$ cat config.mk
export PLATFORM = sky130hd
export DESIGN_NAME = ccoc_top
export DESIGN_NICKNAME = d
export VERILOG_FILES = /design/src/logic/ccoc_top.v
export VERILOG_INCLUDE_DIRS = /design/src /design/src/logic
export SDC_FILE = /design/constraint.sdc
export NUM_CORES = 1
export LEC_CHECK = 0
export ABC_AREA = 1
export BUFFER_PORTS_ARGS = -buffer_cell sky130_fd_sc_hd__buf_2
export CAP_MARGIN = 20
export CORE_AREA = 5 5 116 129
export CTS_BUF_LIST = sky130_fd_sc_hd__clkbuf_2
export DETAILED_ROUTE_END_ITERATION = 10
export DIE_AREA = 0 0 121 134
export GPL_ROUTABILITY_DRIVEN = 1
export PLACE_DENSITY = 0.57
export SLEW_MARGIN = 20
export SYNTH_ARGS = -nofsm -noshare
export SYNTH_HDL_FRONTEND = slang
export SYNTH_SLANG_ARGS = --single-unit
$ cat constraint.sdc
create_clock -name clk_sys -period 2.4 [get_ports clk_sys]
set_input_delay 0.48 -clock clk_sys [delete_from_list [all_inputs] [get_ports clk_sys]]
set_output_delay 0.48 -clock clk_sys [all_outputs]
set_load 0.01 [all_outputs]
$ cat src/logic/ccoc_map.vh
// Register map, field positions and mode codes of the carrier channel
`ifndef CCOC_MAP_VH
`define CCOC_MAP_VH

// Byte offsets on the register bus
`define CCOC_OFS_PERIOD   6'h00
`define CCOC_OFS_MODE     6'h04
`define CCOC_OFS_OMODE    6'h08
`define CCOC_OFS_POL      6'h0c
`define CCOC_OFS_LEVEL    6'h10
`define CCOC_OFS_OE       6'h14
`define CCOC_OFS_CTRL     6'h18
`define CCOC_OFS_STAT     6'h1c
`define CCOC_OFS_MASK     6'h20

// Field positions
`define CCOC_CH_BIT       4
`define CCOC_OPT_BIT      0
`define CCOC_MODE_LSB     1
`define CCOC_MODE_MSB     3
`define CCOC_CTRL_START   0
`define CCOC_CTRL_STOP    1
`define CCOC_STAT_CARR    0
`define CCOC_STAT_SLAVE   1

// Mode field codes
`define CCOC_MD_INTERVAL  3'h0
`define CCOC_MD_CAPTURE   3'h2
`define CCOC_MD_EVENT     3'h3
`define CCOC_MD_ONECOUNT  3'h4
`define CCOC_MD_CAPONE    3'h6

// Reset values
`define CCOC_RST_PERIOD   16'h0000
`define CCOC_RST_MODE     4'h0
`define CCOC_RST_BIT      1'b0

// Default count clock divider (system cycles per count tick)
`define CCOC_CNT_DIV      16'h0001

`endif

$ cat src/logic/ccoc_top.v
// Carrier master channel: counter, output control and Avalon-MM registers
`default_nettype none
`include "ccoc_map.vh"

module ccoc_top #(
	parameter [15:0] CNT_DIV = `CCOC_CNT_DIV
) (
	input  wire        clk_sys,
	input  wire        rst,
	input  wire [5:0]  avs_address,
	input  wire        avs_read,
	input  wire        avs_write,
	input  wire [31:0] avs_writedata,
	input  wire [3:0]  avs_byteenable,
	output wire [31:0] avs_readdata,
	output wire        avs_waitrequest,
	input  wire        start_trigger_in,
	input  wire        slave_channel_interrupt,
	output wire        carrier_channel_interrupt,
	output wire        carrier_out,
	output wire        irq
);

	// Bus handshake: one wait cycle per access
	reg         ack_q;
	reg  [31:0] rdata_q;
	wire        req = avs_read | avs_write;
	wire        wr_go = avs_write & ack_q;
	wire        rd_go = avs_read & ack_q;

	assign avs_waitrequest = req & ~ack_q;
	assign avs_readdata    = rdata_q;

	// Registers
	reg  [15:0] period_q;
	reg  [3:0]  mode_q;
	reg         omode_q;
	reg         pol_q;
	reg         level_q;
	reg         oe_q;
	reg  [1:0]  stat_q;
	reg  [1:0]  mask_q;
	reg         pin_q;
	reg         int_q;

	// Counter state
	reg  [15:0] cnt_q;
	reg  [15:0] cnt_d;
	reg         run_q;
	reg         run_d;
	reg         arm_q;
	reg         arm_d;
	reg         fire;
	reg         cap_wr;
	reg  [15:0] div_q;
	reg         level_d;
	reg  [31:0] rdata_d;

	wire [2:0]  md  = mode_q[`CCOC_MODE_MSB:`CCOC_MODE_LSB];
	wire        opt = mode_q[`CCOC_OPT_BIT];
	wire        tick = (div_q == CNT_DIV - 16'h0001);
	wire        sel_period = (avs_address == `CCOC_OFS_PERIOD);
	wire        sel_mode   = (avs_address == `CCOC_OFS_MODE);
	wire        sel_omode  = (avs_address == `CCOC_OFS_OMODE);
	wire        sel_pol    = (avs_address == `CCOC_OFS_POL);
	wire        sel_level  = (avs_address == `CCOC_OFS_LEVEL);
	wire        sel_oe     = (avs_address == `CCOC_OFS_OE);
	wire        sel_ctrl   = (avs_address == `CCOC_OFS_CTRL);
	wire        sel_stat   = (avs_address == `CCOC_OFS_STAT);
	wire        sel_mask   = (avs_address == `CCOC_OFS_MASK);
	wire        lane0 = avs_byteenable[0];
	wire        lane1 = avs_byteenable[1];
	wire        sw_start = wr_go & sel_ctrl & lane0 & avs_writedata[`CCOC_CTRL_START];
	wire        sw_stop  = wr_go & sel_ctrl & lane0 & avs_writedata[`CCOC_CTRL_STOP];

	// Count clock enable from the divider
	always @(posedge clk_sys) begin
		if (rst || tick) begin
			div_q <= 16'h0000;
		end else begin
			div_q <= div_q + 16'h0001;
		end
	end

	// Counter next state and interrupt generation
	always @* begin
		cnt_d  = cnt_q;
		run_d  = run_q;
		arm_d  = arm_q;
		fire   = 1'b0;
		cap_wr = 1'b0;
		if (sw_stop) begin
			run_d = 1'b0;
			arm_d = 1'b0;
		end else if (sw_start) begin
			case (md)
				`CCOC_MD_INTERVAL: begin
					cnt_d = period_q;
					run_d = 1'b1;
					fire  = opt;
				end
				`CCOC_MD_CAPTURE: begin
					cnt_d = 16'h0000;
					run_d = 1'b1;
					fire  = opt;
				end
				`CCOC_MD_EVENT: begin
					cnt_d = period_q;
					run_d = 1'b1;
				end
				`CCOC_MD_ONECOUNT, `CCOC_MD_CAPONE: begin
					arm_d = 1'b1;
				end
				default: begin
					run_d = 1'b0;
				end
			endcase
		end else if (run_q || arm_q) begin
			case (md)
				`CCOC_MD_INTERVAL: begin
					if (tick) begin
						if (cnt_q == 16'h0000) begin
							fire  = 1'b1;
							cnt_d = period_q;
						end else begin
							cnt_d = cnt_q - 16'h0001;
						end
					end
				end
				`CCOC_MD_CAPTURE: begin
					if (start_trigger_in) begin
						cap_wr = 1'b1;
						fire   = 1'b1;
						cnt_d  = 16'h0000;
					end else if (tick) begin
						cnt_d = cnt_q + 16'h0001;
					end
				end
				`CCOC_MD_EVENT: begin
					if (start_trigger_in) begin
						if (cnt_q == 16'h0000) begin
							fire  = 1'b1;
							cnt_d = period_q;
						end else begin
							cnt_d = cnt_q - 16'h0001;
						end
					end
				end
				`CCOC_MD_ONECOUNT: begin
					if (start_trigger_in && (!run_q || opt)) begin
						cnt_d = period_q;
						run_d = 1'b1;
						fire  = run_q;
					end else if (run_q && tick) begin
						if (cnt_q == 16'h0000) begin
							fire  = 1'b1;
							run_d = 1'b0;
						end else begin
							cnt_d = cnt_q - 16'h0001;
						end
					end
				end
				`CCOC_MD_CAPONE: begin
					if (start_trigger_in && !run_q) begin
						cnt_d = 16'h0000;
						run_d = 1'b1;
					end else if (run_q && start_trigger_in) begin
						cap_wr = 1'b1;
						fire   = 1'b1;
						run_d  = 1'b0;
					end else if (run_q && tick) begin
						cnt_d = cnt_q + 16'h0001;
					end
				end
				default: begin
					run_d = 1'b0;
					arm_d = 1'b0;
				end
			endcase
		end
	end

	// Output level latch
	always @* begin
		level_d = level_q;
		if (oe_q) begin
			if (!omode_q) begin
				if (fire) begin
					level_d = ~level_q;
				end
			end else if (fire) begin
				level_d = 1'b1;
			end else if (slave_channel_interrupt) begin
				level_d = 1'b0;
			end
		end else if (wr_go && sel_level && lane0) begin
			level_d = avs_writedata[`CCOC_CH_BIT];
		end
	end

	// Read mux, reserved bits zero
	always @* begin
		rdata_d = 32'h0000_0000;
		if (sel_period) begin
			rdata_d[15:0] = period_q;
		end
		if (sel_mode) begin
			rdata_d[3:0] = mode_q;
		end
		if (sel_omode) begin
			rdata_d[`CCOC_CH_BIT] = omode_q;
		end
		if (sel_pol) begin
			rdata_d[`CCOC_CH_BIT] = pol_q;
		end
		if (sel_level) begin
			rdata_d[`CCOC_CH_BIT] = level_q;
		end
		if (sel_oe) begin
			rdata_d[`CCOC_CH_BIT] = oe_q;
		end
		if (sel_ctrl) begin
			rdata_d[`CCOC_CTRL_START] = run_q | arm_q;
		end
		if (sel_stat) begin
			rdata_d[1:0] = stat_q;
		end
		if (sel_mask) begin
			rdata_d[1:0] = mask_q;
		end
	end

	always @(posedge clk_sys) begin
		if (rst) begin
			ack_q    <= 1'b0;
			rdata_q  <= 32'h0000_0000;
			period_q <= `CCOC_RST_PERIOD;
			mode_q   <= `CCOC_RST_MODE;
			omode_q  <= `CCOC_RST_BIT;
			pol_q    <= `CCOC_RST_BIT;
			level_q  <= `CCOC_RST_BIT;
			oe_q     <= `CCOC_RST_BIT;
			stat_q   <= 2'h0;
			mask_q   <= 2'h0;
			cnt_q    <= 16'h0000;
			run_q    <= 1'b0;
			arm_q    <= 1'b0;
			int_q    <= 1'b0;
			pin_q    <= 1'b0;
		end else begin
			ack_q   <= req & ~ack_q;
			if (req && !ack_q) begin
				rdata_q <= rdata_d;
			end
			cnt_q   <= cnt_d;
			run_q   <= run_d;
			arm_q   <= arm_d;
			int_q   <= fire;
			level_q <= level_d;
			pin_q   <= level_d ^ pol_q;
			// Capture overrides a software write to the compare value
			if (cap_wr) begin
				period_q <= cnt_q;
			end else if (wr_go && sel_period) begin
				if (lane0) begin
					period_q[7:0] <= avs_writedata[7:0];
				end
				if (lane1) begin
					period_q[15:8] <= avs_writedata[15:8];
				end
			end
			if (wr_go && lane0) begin
				if (sel_mode) begin
					mode_q <= avs_writedata[3:0];
				end
				if (sel_omode) begin
					omode_q <= avs_writedata[`CCOC_CH_BIT];
				end
				if (sel_pol) begin
					pol_q <= avs_writedata[`CCOC_CH_BIT];
				end
				if (sel_oe) begin
					oe_q <= avs_writedata[`CCOC_CH_BIT];
				end
				if (sel_mask) begin
					mask_q <= avs_writedata[1:0];
				end
			end
			// Read clears, a new event in the same cycle wins
			stat_q[`CCOC_STAT_CARR]  <= fire |
				(stat_q[`CCOC_STAT_CARR] & ~(rd_go & sel_stat));
			stat_q[`CCOC_STAT_SLAVE] <= slave_channel_interrupt |
				(stat_q[`CCOC_STAT_SLAVE] & ~(rd_go & sel_stat));
		end
	end

	assign carrier_channel_interrupt = int_q;
	assign carrier_out               = pin_q;
	assign irq                       = |(stat_q & mask_q);

endmodule // ccoc_top
`default_nettype wire
Word level (Yosys, flattened, before mapping)
Index checks and enable logic that the tools add are counted.
{"block": "classes", "add_sub_neg": 3, "eq_ne": 26, "muxes": 64, "bitwise_logic": 20, "n_reduce_logical": 40}
{"cell": "$mux 16", "n": 16}
{"cell": "$pmux 16 s5", "n": 1}
{"cell": "$mux 1", "n": 37}
{"cell": "$add 16x1->16 const B", "n": 2}
{"cell": "$logic_not 16->1", "n": 2}
{"cell": "$pmux 16 s2", "n": 1}
{"cell": "$ne 4x4->1 const B", "n": 7}
{"cell": "$eq 6x5->1 const B", "n": 4}
{"cell": "$mux 8", "n": 2}
{"cell": "$sub 16x1->16 const B", "n": 1}
{"cell": "$reduce_and 2->1", "n": 7}
{"cell": "$eq 6x4->1 const B", "n": 2}
{"cell": "$reduce_and 11->1", "n": 1}
{"cell": "$and 1x1->1", "n": 10}
{"cell": "$reduce_or 2->1", "n": 5}
{"cell": "$logic_and 1x1->1", "n": 9}
{"cell": "$reduce_bool 2->1", "n": 4}
{"cell": "$eq 3x2->1 const B", "n": 2}
{"cell": "$eq 3x3->1 const B", "n": 2}
{"cell": "$eq 6x3->1 const B", "n": 1}
{"cell": "$eq 6x6->1 const B", "n": 1}
{"cell": "$logic_not 6->1", "n": 1}
{"cell": "$ne 2x1->1 const B", "n": 3}
{"cell": "$ne 3x3->1 const B", "n": 2}
{"cell": "other kinds (19)", "n": 30}
{"block": "word_totals", "register_bits": 81, "input_bits": 48, "output_inout_bits": 36, "wordCells": 170}

Depth between registers and ports, before layout
{"block": "depth", "word_depth": 12, "depth_mapped": 16, "depth_no_buf": 16}

Worst setup path before layout
OpenSTA, ideal clock, no wires.
{"block": "synth_timing", "path_type": "input to register", "startpoint": "in avs_address[1]", "endpoint": "reg cnt_q[11]", "setup_time_ps": 115, "t_arrival_ps": 1735, "t_required_ps": 2285, "slack_ps": 550, "path_stages": 13, "n_path_buf": 1, "path_cell_list": "nor2_4 nand3_4 nor2_8 nand2_4 nor2_8 inv_4 o22ai_2 nand2_4 inv_4 buf_6 o21ai_2 nor2_1 nor2_1"}
{"block": "synth_between", "elab_chain_len": 6, "word_cells_on_any_way": 18, "classes_between": "9 x eq/ne; 1 x mux; 5 x bitwise; 3 x reduce/logical"}
{"element": "start: declaration", "line": "ccoc_top.v:10", "source": "input wire [5:0] avs_address,"}
{"element": "$eq 6x5->1 (no source line) *"}
{"element": "$and 1x1->1 * (2 in a row)", "line": "ccoc_top.v:73, ccoc_top.v:74"}
{"element": "$and 1x1->1, on equally long branches", "line": "ccoc_top.v:73, ccoc_top.v:74"}
{"element": "$ne 4x4->1 (no source line), or another cell as far along"}
{"element": "$reduce_and 11->1 (no source line)"}
{"element": "end signal: assignment", "line": "ccoc_top.v:255", "source": "cnt_q <= cnt_d;"}
{"element": "end: declaration", "line": "ccoc_top.v:47", "source": "reg [15:0] cnt_q;"}
Every way passes the cells marked *; elsewhere a longest branch is shown, timed or not.
A chain may end at the register's enable or synchronous reset.

Worst setup path after layout
{"block": "layout_timing", "startpoint": "reg cnt_q[0]", "endpoint": "reg pin_q, in the netlist carrier_out"}
{"block": "layout_between", "elab_chain_len": 12, "word_cells_on_any_way": 15, "classes_between": "13 x mux; 1 x bitwise; 1 x reduce/logical"}
{"element": "$logic_not 16->1 *", "line": "ccoc_top.v:122, ccoc_top.v:141, ccoc_top.v:155"}
{"element": "$mux 1 *", "line": "ccoc_top.v:122, ccoc_top.v:141, ccoc_top.v:155"}
{"element": "$mux 1", "line": "ccoc_top.v:154", "source": "end else if (run_q && tick) begin"}
{"element": "$mux 1", "line": "ccoc_top.v:150", "source": "if (start_trigger_in && (!run_q || opt)) begin"}
{"element": "$pmux 1 s5 *", "line": "ccoc_top.v:119", "source": "case (md)"}
{"element": "$mux 1 *", "line": "ccoc_top.v:118", "source": "end else if (run_q || arm_q) begin"}
{"element": "$mux 1 *", "line": "ccoc_top.v:95", "source": "end else if (sw_start) begin"}
{"element": "$mux 1 *", "line": "ccoc_top.v:92", "source": "if (sw_stop) begin"}
{"element": "$mux 1, on equally long branches", "line": "ccoc_top.v:188, ccoc_top.v:191"}
{"element": "$mux 1 *", "line": "ccoc_top.v:187", "source": "if (!omode_q) begin"}
{"element": "$mux 1 *", "line": "ccoc_top.v:186", "source": "if (oe_q) begin"}
{"element": "$xor 1x1->1 *", "line": "ccoc_top.v:260", "source": "pin_q <= level_d ^ pol_q;"}
{"element": "end signal: assignment", "line": "ccoc_top.v:260"}
{"element": "end: declaration", "line": "ccoc_top.v:43", "source": "reg pin_q;"}
Marks and branches as above.

==> key figures <==
Power
  – VDD IR max: 0.0002940 V
  – Pwr Density: 440.6 mW/mm²
  – Net Sw Frac: 0.2932
  – Sequential share of power: 0.535
  – Clock share of power: 0.372
  – Internal power: 0.001829 W
  – Psw: 0.0007590 W
  – Static Leak: 2.450 nW
  – Comb pwr share: 0.093

Synth
  – Yosys top cell by area: dfxtp_1
  – Register area share after synthesis: 0.3078
  – Yosys reg bits: 81
  – Most common cell in the netlist: nand2_1
  – Synth cell types: 51
  – Post-Syn Instances: 789
  – Mapped cell area: 0.005269 mm²
  – Warnings, synthesis: 0
  – Top post-synthesis cells by count: 111 x nand2_1, 106 x nor2_1, 92 x a21oi_1
  – FFs w/ async S/R, synth: 0
  – Top cell type's share of synthesized area: 0.3078
  – Area contributors post-synth: dfxtp_1 31%, a21oi_1 8.7%, nand2_1 7.9%
  – EDFF count, synth: 0
  – Synth Area per Inst: 6.678 µm²
  – Top FF cell, synth: dfxtp_1

Die
  – Die Area: 0.01621 mm²
  – I/O pin total: 84
  – Starting Density: 0.3883
  – Rows: 45
  – Overall die height: 134 µm
  – Core ar.: 0.01357 mm²
  – DIE WIDTH: 121 µm

Clocking
  – Clk sinks: 81
  – Clock root cell: clkbuf_2
  – Setup Buffers After CTS: 0
  – Worst-skew pair later-pin latency: 0.62 ns
  – CTS tree: yes
  – CTS max path bufs: 2
  – CTS hold repair buffers: 0
  – PostCTS Resize Cnt: 0
  – Num CTS Buffers: 9
  – Worst-path clk slew: 0.28 ns
  – H-tree levels: 3

Finish
  – Final #Nets: 891
  – Filler cell count: 1,428
  – Proportion of layout cells with a drive suffix above 1: 0.1673
  – Number of diodes: 0
  – P&R area growth vs syn: 11.49%
  – Final Util: 0.4329
  – Register area: 0.001624 mm²
  – Multi-input logic area: 0.003082 mm²

Worst setup path
  – Most used cell, CP: nand2_1
  – Crit path capture: carrier_out
  – Slowest stage cell, crit path: dfxtp_2
  – RR Endpoint: carrier_out
  – Crit-path leading delay family: simple AND/OR/NAND/NOR gates
  – CP max FO: 6
  – Critical path cell sequence: inv_2, ha_1, nand2_1, nor2_1, nand3_2, o21ai_1, nand2_1, nand2_1, nand2_1, nand2_2, nand2_2, nand2_1, nand3_1, nand3_1, nand2_1, nor2_1
  – Reg2Reg Launch Point: cnt_q[0]
  – Kind of critical path: flip-flop to flip-flop
  – Crit path DAT: 2.71 ns
  – Bufs and invs on worst path: 1
  – FF-to-FF path depth: 16
  – Required @ worst endpoint: 2.96 ns
  – Critical Path Max Stage Delay: 0.42 ns
  – Setup crit end kind: flip-flop
  – Levels on crit path: 16
  – Critical path startpoint category: flip-flop
  – R2R setup slack: 0.25 ns
  – Crit path from: cnt_q[0]

Worst hold path
  – Min-delay worst type: input pin to flip-flop

Timing
  – Final Hold Viols: 0
  – Clk_skew: 0.03487 ns
  – Setup-failing EPs final: 0
  – Setup total negative slack: 0 ns
  – Relative slew slack: 0.6257
  – FMAX: 466.2 MHz
  – Worst-Margin Slew: 0.5564 ns
  – Setup ws final: 0.2549 ns
  – RSZ-0062 raised after global routing: false
  – Tcrit/Tclk final: 0.8938
  – Period minus WS final: 2.145 ns
  – Final count of pins violating max slew: 0

Drt
  – DRC errors left: 0
  – Vias: 5,488
  – Final wirelength: 15,740 µm
  – Drt pass-1 iters: 5
  – DR iter-0 viols: 424
  – Routed Antenna Nets: 0
  – Routed vias/inst: 5.323
  – DR WL/cell: 15.27 µm

GRT
  – GRT Total Usage: 0.1944
  – First-pass GRT wire length: 25,340 µm
  – Vias in the first global route: 5,287
  – Largest net degree at the start of global routing: 33
  – Congestion Overflow GR: 0
  – Initial antenna violation count: 0

Place
  – Detailed placement HPWL: 11,900 µm
  – DP Worst Slack: 0.2274 ns
  – Final Wtd Congestion: 0.9309
  – Port buffer count: 49

Flow run
  – Max-capacitance violation count: 0

Status
  – Outcome: completed
==> registers in the layout, indices dropped and copies added (netlist names) <==
signal                     flops
mask_q                         2
carrier_channel_interrupt      1
ack_q                          1
pol_q                          1
period_q                      16
mode_q                         4
avs_readdata                  16
level_q                        1
div_q                         16
omode_q                        1
cnt_q                         16
oe_q                           1
carrier_out                    1
arm_q                          1
stat_q                         2
run_q                          1
==> power by group through the flow <==
stage	clock [W]	combinational, W	sequential (W)
final	0.000962	0.000241	0.00139
after global routing	0.00103	0.000267	0.00139
after CTS	0.000998	0.000239	0.00139
after detailed placement	0	0.000238	0.00141
after global placement	0	0.000235	0.00141
after floorplan	0	0.000150	0.00142
==> worst min path at each step <==
stage	cells after the start	start	endpoint	slack (ns)
2_1_floorplan	1	div_q[0]	div_q[0]	0.43
3_3_place_gp	1	div_q[0]	div_q[0]	0.45
3_5_place_dp	2	period_q[6]	avs_readdata[6]	0.46
4_1_cts	3	avs_writedata[12]	period_q[12]	0.03
5_1_grt	3	avs_writedata[12]	period_q[12]	0.05
6_report	3	avs_writedata[12]	period_q[12]	0.09
==> cells by family after synthesis <==
logic type / Yosys count / synth area share
AOI/OAI and AO/OA: 231 / 0.2470
xor gates and xnor gates: 23 / 0.03823
adders and majority gates: 5 / 0.01187
buffers and inverters: 137 / 0.1185
DFF: 81 / 0.3078
other: 1 / 0.0007117
and+or+nand+nor: 311 / 0.2759
==> cells in the final DEF (no fill, tap or decap), types with 3 or more instances in the layout <==
| cell | n |
|---|---|
| clkbuf_2 | 9 |
| o21ai_0 | 63 |
| nor2_2 | 12 |
| buf_2 | 49 |
| o22ai_1 | 11 |
| o211ai_1 | 10 |
| a211oi_1 | 6 |
| o221ai_1 | 3 |
| nor3b_1 | 3 |
| nor3_1 | 16 |
| buf_4 | 20 |
| nand4_1 | 7 |
| a311oi_1 | 4 |
| xnor2_1 | 4 |
| inv_1 | 75 |
| a31oi_1 | 5 |
| nor2_1 | 105 |
| nor4_1 | 5 |
| inv_2 | 11 |
| nor2_4 | 6 |
| a21oi_1 | 92 |
| xor2_1 | 19 |
| inv_4 | 3 |
| inv_8 | 3 |
| conb_1 | 16 |
| nand3_1 | 29 |
| nand2_4 | 3 |
| dfxtp_1 | 79 |
| o21ai_1 | 21 |
| ha_1 | 5 |
| or2_2 | 3 |
| nand2_1 | 111 |
| a22oi_1 | 3 |
==> per-layer routing <==
metal,wire length (µm),GRT usage,vias up,share of wire
met2,7590,0.3244,160,0.48
met5,0,0,-,0
met3,744,0.03669,35,0.047
li1,-,-,2722,-
met4,412,0.08501,0,0.026
met1,6995,0.2435,2571,0.44
==> through the flow <==
step | instance area, µm² | cells | hold slack, ns | power, W
6_report | 5874 | 1031 | 0.08641 | 0.002589
5_1_grt | 5874 | 1031 | 0.04547 | 0.002691
4_1_cts | 5872 | 1031 | 0.03010 | 0.002623
3_5_place_dp | 5715 | 1015 | 0.4574 | 0.001648
3_3_place_gp | 5715 | 1015 | 0.4451 | 0.001645
2_1_floorplan | 5325 | 804 | 0.4297 | 0.001567
==> worst register-to-register path, cell delays in order, from the launching register on <==
cell	delay [ns]
dfxtp_2	0.42
inv_2	0.12
ha_1	0.24
nand2_1	0.07
nor2_1	0.17
nand3_2	0.18
o21ai_1	0.17
nand2_1	0.06
nand2_1	0.07
nand2_1	0.06
nand2_2	0.08
nand2_2	0.10
nand2_1	0.08
nand3_1	0.07
nand3_1	0.08
nand2_1	0.05
nor2_1	0.07
==> layout make-up <==
type	instances	area share
flip-flops and latches	81	0.2765
well taps	188	0.04004
clock inverters	7	0.01896
inverters	89	0.05815
clock buffers	9	0.007668
multi-input cells	586	0.5246
repair buffers	71	0.07412
No activity file was read; power rests on OpenSTA's default activity.
